## src/hw/gpw_pkg.sv

```systemverilog
// Constants for the pin wakeup and external interrupt block
package gpw_pkg;
    // ****************************************
    // Register byte addresses
    // ****************************************
    localparam logic [31:0] ADDR_PENDING = 32'h4000a814;
    localparam logic [31:0] ADDR_CFG_A = 32'h4000a860;
    localparam logic [31:0] ADDR_CFG_B = 32'h4000a864;
    localparam logic [31:0] ADDR_CFG_C = 32'h4000a868;
    localparam logic [31:0] ADDR_CFG_D = 32'h4000a86c;
    localparam logic [31:0] ADDR_WAKE_A = 32'h4000bc08;
    localparam logic [31:0] ADDR_WAKE_B = 32'h4000bc0c;
    localparam logic [31:0] ADDR_WAKE_C = 32'h4000bc10;
    localparam logic [31:0] ADDR_SEL_C = 32'h4000bc14;
    localparam logic [31:0] ADDR_SEL_D = 32'h4000bc18;
    localparam logic [31:0] ADDR_WAKE_FILT = 32'h4000bc1c;
    localparam logic [31:0] ADDR_IRQ_MASK = 32'h4000bc20;
    // ****************************************
    // Field positions
    // ****************************************
    localparam int CFG_FILT_BIT = 8;
    localparam int CFG_MODE_LSB = 5;
    localparam int WFILT_PINS_BIT = 0;
    localparam int WFILT_SER1_BIT = 1;
    localparam int WFILT_SER2_BIT = 2;
    localparam int WFILT_EXTD_BIT = 3;
    localparam int SER1_WAKE_PIN = 10;
    localparam int SER2_WAKE_PIN = 2;
    localparam int EXT_A_LINE = 24;
    localparam int EXT_B_LINE = 25;
    localparam logic [4:0] SEL_LAST_PIN = 5'h17;
    // ****************************************
    // Reset values
    // ****************************************
    localparam logic [4:0] SEL_C_RESET = 5'h0f;
    localparam logic [4:0] SEL_D_RESET = 5'h10;
    // ****************************************
    // Trigger modes
    // ****************************************
    localparam logic [2:0] MODE_OFF = 3'h0;
    localparam logic [2:0] MODE_RISE = 3'h1;
    localparam logic [2:0] MODE_FALL = 3'h2;
    localparam logic [2:0] MODE_BOTH = 3'h3;
    localparam logic [2:0] MODE_HIGH = 3'h4;
    localparam logic [2:0] MODE_LOW = 3'h5;
    // ****************************************
    // Timing
    // ****************************************
    localparam int FILTER_CYCLES = 4;
endpackage

```

## src/hw/gpw_trig_detect.sv

```systemverilog
// Edge and level trigger detector for one external interrupt line
`timescale 1ns/1ps
module gpw_trig_detect
(
    // Clock and reset
    input wire logic clk,
    input wire logic resetn,
    // Line and mode
    input wire logic level,
    input wire logic [2:0] mode,
    // Result
    output logic trigEvent
);
    typedef struct packed
    {
        logic prev;
    } gpw_trig_state_type;

    gpw_trig_state_type st;
    gpw_trig_state_type next_st;

    always_comb
    begin
        next_st.prev = level;
        case (mode)
            gpw_pkg::MODE_RISE: trigEvent = level & ~st.prev;
            gpw_pkg::MODE_FALL: trigEvent = ~level & st.prev;
            gpw_pkg::MODE_BOTH: trigEvent = level ^ st.prev;
            gpw_pkg::MODE_HIGH: trigEvent = level;
            gpw_pkg::MODE_LOW: trigEvent = ~level;
            // Off and the two spare codes never fire
            default: trigEvent = 1'b0;
        endcase
    end

    always_ff @(posedge clk or negedge resetn)
    begin
        if (!resetn)
            st <= '0;
        else
            st <= next_st;
    end
endmodule

```

## src/hw/gpw_wake_irq.sv

```systemverilog
// Pin wakeup monitor and external interrupt controller with Avalon-MM registers
`timescale 1ns/1ps
module gpw_wake_irq
#(
    parameter int FILTER_CYCLES = gpw_pkg::FILTER_CYCLES
)
(
    // Clock and reset
    input wire logic clk,
    input wire logic resetn,
    // Avalon-MM slave
    input wire logic [31:0] address,
    input wire logic read,
    input wire logic write,
    input wire logic [31:0] writedata,
    output logic [31:0] readdata,
    output logic waitrequest,
    // Port pins and dedicated interrupt pins
    input wire logic [7:0] portA,
    input wire logic [7:0] portB,
    input wire logic [7:0] portC,
    input wire logic extIntA,
    input wire logic extIntB,
    // Events out
    output logic irq,
    output logic wakeEvent
);
    localparam int CW = $clog2(FILTER_CYCLES + 1);
    localparam logic [CW-1:0] FILT_LAST = CW'(FILTER_CYCLES - 1);

    // ****************************************
    // State
    // ****************************************
    typedef struct packed
    {
        logic [25:0] sync1;
        logic [25:0] sync2;
        logic [25:0] filt;
        logic [25:0][CW-1:0] filtCnt;
        logic [24:0] prevWake;
        logic [23:0] wakeEn;
        logic [3:0] wakeFilt;
        logic [4:0] selC;
        logic [4:0] selD;
        logic [3:0][2:0] cfgMode;
        logic [3:0] cfgFilt;
        logic [3:0] pending;
        logic [3:0] mask;
        logic waitReq;
        logic [31:0] rdata;
        logic irq;
        logic wakeEvent;
        logic bootDone;
    } gpw_state_type;

    gpw_state_type st;
    gpw_state_type next_st;

    logic [3:0] chanIn;
    logic [3:0] chanEvent;
    logic wr;

    // Reserved select codes read as a quiet low line
    function automatic logic pick_pin(input logic [23:0] v, input logic [4:0] s);
        logic r;
        r = 1'b0;
        if (s <= gpw_pkg::SEL_LAST_PIN)
            r = v[s];
        return r;
    endfunction

    // ****************************************
    // Trigger detectors
    // ****************************************
    genvar g;
    generate
        for (g = 0; g < 4; g++)
        begin : gen_chan
            gpw_trig_detect u_det
            (
                .clk(clk),
                .resetn(resetn),
                .level(chanIn[g]),
                .mode(st.cfgMode[g]),
                .trigEvent(chanEvent[g])
            );
        end
    endgenerate

    assign wr = write & ~st.waitReq;

    // Interrupt inputs, raw or filtered per line
    // Kept apart from the next-state process so no loop runs through the detectors
    always_comb
    begin
        logic [23:0] pins;
        pins = st.cfgFilt[2] ? st.filt[23:0] : st.sync2[23:0];
        chanIn[0] = st.cfgFilt[0] ? st.filt[gpw_pkg::EXT_A_LINE]
                                  : st.sync2[gpw_pkg::EXT_A_LINE];
        chanIn[1] = st.cfgFilt[1] ? st.filt[gpw_pkg::EXT_B_LINE]
                                  : st.sync2[gpw_pkg::EXT_B_LINE];
        chanIn[2] = pick_pin(pins, st.selC);
        pins = st.cfgFilt[3] ? st.filt[23:0] : st.sync2[23:0];
        chanIn[3] = pick_pin(pins, st.selD);
    end

    // ****************************************
    // Next state
    // ****************************************
    always_comb
    begin
        logic [24:0] wakeLvl;
        logic [24:0] wakeMon;
        logic [3:0] clr;
        logic useFilt;
        logic selRawD;
        logic selFiltD;
        wakeLvl = '0;
        wakeMon = '0;
        clr = '0;
        useFilt = 1'b0;
        selRawD = 1'b0;
        selFiltD = 1'b0;
        next_st = st;
        next_st.bootDone = 1'b1;

        // Two flops per pin; only the second is ever read
        next_st.sync1 = {extIntB, extIntA, portC, portB, portA};
        next_st.sync2 = st.sync1;

        // Digital filter: a change passes after FILTER_CYCLES steady samples
        for (int i = 0; i < 26; i++)
        begin
            if (st.sync2[i] == st.filt[i])
                next_st.filtCnt[i] = '0;
            else if (st.filtCnt[i] == FILT_LAST)
            begin
                next_st.filt[i] = st.sync2[i];
                next_st.filtCnt[i] = '0;
            end
            else
                next_st.filtCnt[i] = st.filtCnt[i] + 1'b1;
        end

        // Wake sources; filtering chosen per source
        for (int i = 0; i < 24; i++)
        begin
            useFilt = st.wakeFilt[gpw_pkg::WFILT_PINS_BIT];
            if (i == gpw_pkg::SER1_WAKE_PIN && st.wakeFilt[gpw_pkg::WFILT_SER1_BIT])
                useFilt = 1'b1;
            if (i == gpw_pkg::SER2_WAKE_PIN && st.wakeFilt[gpw_pkg::WFILT_SER2_BIT])
                useFilt = 1'b1;
            wakeLvl[i] = useFilt ? st.filt[i] : st.sync2[i];
        end
        selRawD = pick_pin(st.sync2[23:0], st.selD);
        selFiltD = pick_pin(st.filt[23:0], st.selD);
        wakeLvl[24] = st.wakeFilt[gpw_pkg::WFILT_EXTD_BIT] ? selFiltD : selRawD;
        wakeMon = {st.cfgMode[3] != gpw_pkg::MODE_OFF, st.wakeEn};
        next_st.prevWake = wakeLvl;
        next_st.wakeEvent = |((wakeLvl ^ st.prevWake) & wakeMon);

        // Bus: one wait cycle, then the request is accepted
        next_st.waitReq = ~((read | write) & st.waitReq);
        if ((read | write) & st.waitReq)
        begin
            case (address)
                gpw_pkg::ADDR_PENDING: next_st.rdata = {28'h0, st.pending};
                gpw_pkg::ADDR_CFG_A: next_st.rdata = {23'h0, st.cfgFilt[0], st.cfgMode[0], 5'h0};
                gpw_pkg::ADDR_CFG_B: next_st.rdata = {23'h0, st.cfgFilt[1], st.cfgMode[1], 5'h0};
                gpw_pkg::ADDR_CFG_C: next_st.rdata = {23'h0, st.cfgFilt[2], st.cfgMode[2], 5'h0};
                gpw_pkg::ADDR_CFG_D: next_st.rdata = {23'h0, st.cfgFilt[3], st.cfgMode[3], 5'h0};
                gpw_pkg::ADDR_WAKE_A: next_st.rdata = {24'h0, st.wakeEn[7:0]};
                gpw_pkg::ADDR_WAKE_B: next_st.rdata = {24'h0, st.wakeEn[15:8]};
                gpw_pkg::ADDR_WAKE_C: next_st.rdata = {24'h0, st.wakeEn[23:16]};
                gpw_pkg::ADDR_SEL_C: next_st.rdata = {27'h0, st.selC};
                gpw_pkg::ADDR_SEL_D: next_st.rdata = {27'h0, st.selD};
                gpw_pkg::ADDR_WAKE_FILT: next_st.rdata = {28'h0, st.wakeFilt};
                gpw_pkg::ADDR_IRQ_MASK: next_st.rdata = {28'h0, st.mask};
                default: next_st.rdata = 32'h0;
            endcase
        end

        if (wr)
        begin
            case (address)
                gpw_pkg::ADDR_PENDING: clr = writedata[3:0];
                gpw_pkg::ADDR_CFG_A,
                gpw_pkg::ADDR_CFG_B,
                gpw_pkg::ADDR_CFG_C,
                gpw_pkg::ADDR_CFG_D:
                begin
                    next_st.cfgFilt[address[3:2]] = writedata[gpw_pkg::CFG_FILT_BIT];
                    next_st.cfgMode[address[3:2]] =
                        writedata[gpw_pkg::CFG_MODE_LSB +: 3];
                end
                gpw_pkg::ADDR_WAKE_A: next_st.wakeEn[7:0] = writedata[7:0];
                gpw_pkg::ADDR_WAKE_B: next_st.wakeEn[15:8] = writedata[7:0];
                gpw_pkg::ADDR_WAKE_C: next_st.wakeEn[23:16] = writedata[7:0];
                gpw_pkg::ADDR_SEL_C: next_st.selC = writedata[4:0];
                gpw_pkg::ADDR_SEL_D: next_st.selD = writedata[4:0];
                gpw_pkg::ADDR_WAKE_FILT: next_st.wakeFilt = writedata[3:0];
                gpw_pkg::ADDR_IRQ_MASK: next_st.mask = writedata[3:0];
                default: clr = '0;
            endcase
        end

        // A new event in the clearing cycle wins, so level modes refire
        next_st.pending = (st.pending & ~clr) | chanEvent;
        next_st.irq = |(next_st.pending & next_st.mask);
    end

    // ****************************************
    // Registers
    // ****************************************
    always_ff @(posedge clk or negedge resetn)
    begin
        if (!resetn)
        begin
            st <= '0;
            st.selC <= gpw_pkg::SEL_C_RESET;
            st.selD <= gpw_pkg::SEL_D_RESET;
            st.waitReq <= 1'b1;
        end
        else
            st <= next_st;
    end

    assign readdata = st.rdata;
    assign waitrequest = st.waitReq;
    assign irq = st.irq;
    assign wakeEvent = st.wakeEvent;
endmodule

```

## config.mk

```make
export PLATFORM = sky130hd
export DESIGN_NAME = gpw_wake_irq
export DESIGN_NICKNAME = d
export VERILOG_FILES = /design/src/hw/gpw_pkg.sv /design/src/hw/gpw_trig_detect.sv /design/src/hw/gpw_wake_irq.sv
export SDC_FILE = /design/constraint.sdc
export NUM_CORES = 1
export LEC_CHECK = 0
export CORE_MARGIN = 4
export CORE_UTILIZATION = 60
export CTS_BUF_LIST = sky130_fd_sc_hd__clkbuf_16
export DETAILED_ROUTE_END_ITERATION = 7
export DONT_BUFFER_PORTS = 1
export PLACE_DENSITY = 0.76
export SYNTH_ARGS = -nofsm -noshare
export SYNTH_HDL_FRONTEND = slang
export SYNTH_SLANG_ARGS = --single-unit
```

## constraint.sdc

```tcl
create_clock -name clk -period 4.3 [get_ports clk]
set_clock_uncertainty 0.2 [all_clocks]
set_input_delay 0.86 -clock clk [delete_from_list [all_inputs] [get_ports clk]]
set_output_delay 0.86 -clock clk [all_outputs]
set_load 0.005 [all_outputs]
```

==> results.sh <==
export IMPL_antenna_left=0
export IMPL_first_iter_violations=666
export IMPL_port_buffers=0
export IMPL_htreeDepth=1
export IMPL_pin_count=129
export IMPL_reg2reg_to="irq$_DFF_PN0_"
export IMPL_r2r_start="st[60]$_DFFE_PN0P_"
export IMPL_grt_max_degree=260
export IMPL_ys_ff_latch=259
export IMPL_die_width_um=148
export IMPL_worstPathCellList="buf_4 -> mux4_2 -> mux4_2 -> mux2i_1 -> o21ai_1 -> ha_1 -> nor2b_1 -> o21ai_0 -> a21oi_1 -> a211oi_1 -> o2bb2ai_1 -> a221oi_2 -> o211ai_1"
export IMPL_root_buffer="clkbuf_16"
export IMPL_synth_edf_count=0
export IMPL_hold_viol_final=253
export IMPL_setup_worst_path_start_class="register"
export IMPL_status="finished with violations"
export IMPL_final_max_slew_viol_count=0
export IMPL_holdCritPathClass="in2async"
export IMPL_synth_xor_area_share_pct=3.95
export IMPL_wl_per_cell_um=21.1
export IMPL_cts_clk_slew_worst_paths_ns=0.06
export IMPL_routed_via_count=7086
export IMPL_viasPerCell=6.12
export IMPL_maxCapViolations=0
export IMPL_synth_cell_types=57
export IMPL_synthMuxAreaShare_pct=16.9
export IMPL_crit_type="reg2reg"
export IMPL_cpMaxStageDelayCell="mux4_2"
export IMPL_worstPathMaxFanout=13
export IMPL_diodes=0
export IMPL_slew_headroom_pct=39.9
export IMPL_synthToLayoutAreaGrowth_pct=8.25
export IMPL_grt_pass1_wl_um=39700
export IMPL_async_reset_ff_share_pct=100
export IMPL_grt_pass1_vias=7362
export IMPL_cts_inserted_buffers=26
export IMPL_die_h_um=148
export IMPL_tightest_slew_ns=0.893
export IMPL_min_period_over_period_pct=89.3
export IMPL_cp_required_ns=4.50
export IMPL_synth_avg_cell_area_um2=13.4
export IMPL_timing_fmax_mhz=260
export IMPL_netlist_area_um2=11800
export IMPL_rows=50
export IMPL_cts_resized=0
export IMPL_synth_top_area_share_pct=53.9
export IMPL_cpMostUsedCell="mux4_2"
export IMPL_hpwl_um=17300
export IMPL_synth_simple_gate_area_share_pct=11.8
export IMPL_place_gp_congestion=0.915
export IMPL_worst_ep_arrival_time_ns=4.04
export IMPL_drt_total_wl_um=24400
export IMPL_synth_top_family_by_area="multiplexers"
export IMPL_cts_tree="built"
export IMPL_power_density_nw_per_um2=493
export IMPL_clock_latency_ns=0.54
export IMPL_start_util_pct=62.0
export IMPL_end_kind="register"
export IMPL_die_area_um2=21900
export IMPL_core_area_um2=19000
export IMPL_first_pass_iters=8
export IMPL_r2r_setup_slack_ns=0.46
export IMPL_p_leak_nw=5.56
export IMPL_drc_errors=0
export IMPL_fin_crit_ns=3.84
export IMPL_synth_compound_area_share_pct=5.28
export IMPL_drive_gt1_share_pct=22.2
export IMPL_grt_setup_unrepaired="false"
export IMPL_final_fill_count=1356
export IMPL_synthAdderAreaFrac_pct=3.62
export IMPL_nets=1005
export IMPL_yosys_warnings=0
export IMPL_track_usage_pct=22.7
export IMPL_grt_antenna_before_repair=0
export IMPL_ctsLongestPathBuffers=3
export IMPL_holdWs_ns=-0.174
export IMPL_tns_ns=0
export IMPL_syn_instance_count=875
export IMPL_yosysSeqAreaShare_pct=55.2
export IMPL_clock_sinks=259
export IMPL_max_stage_delay_ns=0.58
export IMPL_yosys_area_top_type="dfrtp_1"
export IMPL_grt_ovfl_total=0
export IMPL_finalPower_mw=6.27
export IMPL_worstRegToRegCells=13
export IMPL_synth_main_ff_cell="dfrtp_1"
export IMPL_synth_area_leaders="dfrtp_1 (54%), mux2_2 (11%), mux4_2 (5.2%)"
export IMPL_setup_viol=0
export IMPL_violations="hold timing"
export IMPL_ir_drop_mv=0.424
## worst max-delay path, delay by kind of cell (launching register included)
kind                     cells  cell delay [ns]
AO/OA/AOI/OAI                7             1.29
adder cells (fa/ha/maj)      1             0.32
buffers and inverters        1             0.28
flip-flops                   1             0.35
multiplexers                 3             1.21
AND/OR/NAND/NOR              1             0.04
## stage by stage
step	hold WS (ns)	setup slack, ns	instance area (µm²)	utilization, %	instances
floorplan	0.131	0.900	11800	-	897
global placement	0.131	0.641	11900	62.6	1109
detailed placement	0.135	0.470	11900	62.6	1109
CTS	-0.192	0.419	12700	67.1	1157
global route	-0.197	0.285	12700	67.1	1157
finish	-0.174	0.460	12700	67.1	1157
## worst max path at each step
| stage | from | to |
|---|---|---|
| floorplan | st[60]$_DFFE_PN0P_ | irq$_DFF_PN0_ |
| global placement | st[60]$_DFFE_PN0P_ | irq$_DFF_PN0_ |
| detailed placement | st[60]$_DFFE_PN0P_ | irq$_DFF_PN0_ |
| CTS | st[60]$_DFFE_PN0P_ | irq$_DFF_PN0_ |
| global route | st[60]$_DFFE_PN0P_ | irq$_DFF_PN0_ |
| finish | st[60]$_DFFE_PN0P_ | irq$_DFF_PN0_ |
## placed cells by master (no fill, tap or decap), types with 8 or more instances in the layout
cell       count
dfrtp_1      253
mux2_2       112
nor2b_1       50
nor3b_1       40
ha_1          34
nor3_1        33
xnor2_1       27
nand2_1       27
mux4_2        27
xor2_1        26
clkbuf_16     26
conb_1        23
nor2_1        17
nand3_1       13
inv_1         12
o21ai_1       11
mux2i_1       10
a22o_1        10
a22oi_1       10
and3_1        10
nor4_1         9
a21oi_1        9
nand4_1        8
a222oi_1       8
## report_power, final
group / switching, mW / internal [mW] / total [mW]
clock: 0.955 / 1.29 / 2.25
combinational: 0.390 / 0.507 / 0.897
sequential: 0.323 / 2.80 / 3.12
total: 1.67 / 4.60 / 6.27
## logic make-up (layout without fill, tap and decap cells)
group	count (synthesis)	after routing
and+or+nand+nor	231	231
AOI/OAI and AO/OA	82	82
adders and majority gates	34	34
xor gates and xnor gates	53	53
DFF	259	259
buffers and inverters	65	65
muxes	150	150
other	1	23
## synth_stat cells (5+ instances only)
cell type / n
nand3_1: 13
o21ai_0: 6
inv_1: 11
o21ai_1: 11
mux2i_1: 10
mux2_2: 112
mux4_2: 27
nand4_1: 8
a222oi_1: 8
nor2b_1: 50
buf_2: 5
ha_1: 34
o2bb2ai_1: 5
a22o_1: 10
buf_4: 34
nand2b_1: 6
a221oi_1: 5
a22oi_1: 10
nor2_1: 17
nor3_1: 33
nor4_1: 9
nand2_1: 27
clkbuf_1: 10
xor2_1: 26
dfrtp_1: 253
xnor2_1: 27
nor3b_1: 40
a21oi_1: 9
dfstp_2: 6
and3_1: 10
## area by class of cell
class / count / area [µm²] / share of cell area [%]
Sequential cell: 259 / 6490 / 51.0
Tap cell: 260 / 325 / 2.56
Multi-Input combinational cell: 573 / 4960 / 39.0
Timing Repair Buffer: 6 / 45.0 / 0.354
Inverter: 11 / 41.3 / 0.325
Clock buffer: 26 / 651 / 5.11
Clock inverter: 22 / 210 / 1.65
## sequential cells by signal, summed over array words and instances (netlist names)
signal / count
st: 217
next_st: 26
readdata: 9
gen_chan.u_det.st: 4
irq: 1
waitrequest: 1
wakeEvent: 1
## timing repair
item | in CTS | in global routing
endpoints found under the setup margin | 0 | 0
setup buffers | 0 | 0
endpoints found under the hold margin | 253 | 255
## metal layers
metal,track usage [%],part of all wire (%),vias up
li1,-,-,3165
met5,0,0,-
met1,31.9,44,3633
met4,6.05,2.6,0
met2,37.5,48,230
met3,3.62,5.7,58
Note: power is estimated with default switching activity, not from simulation.
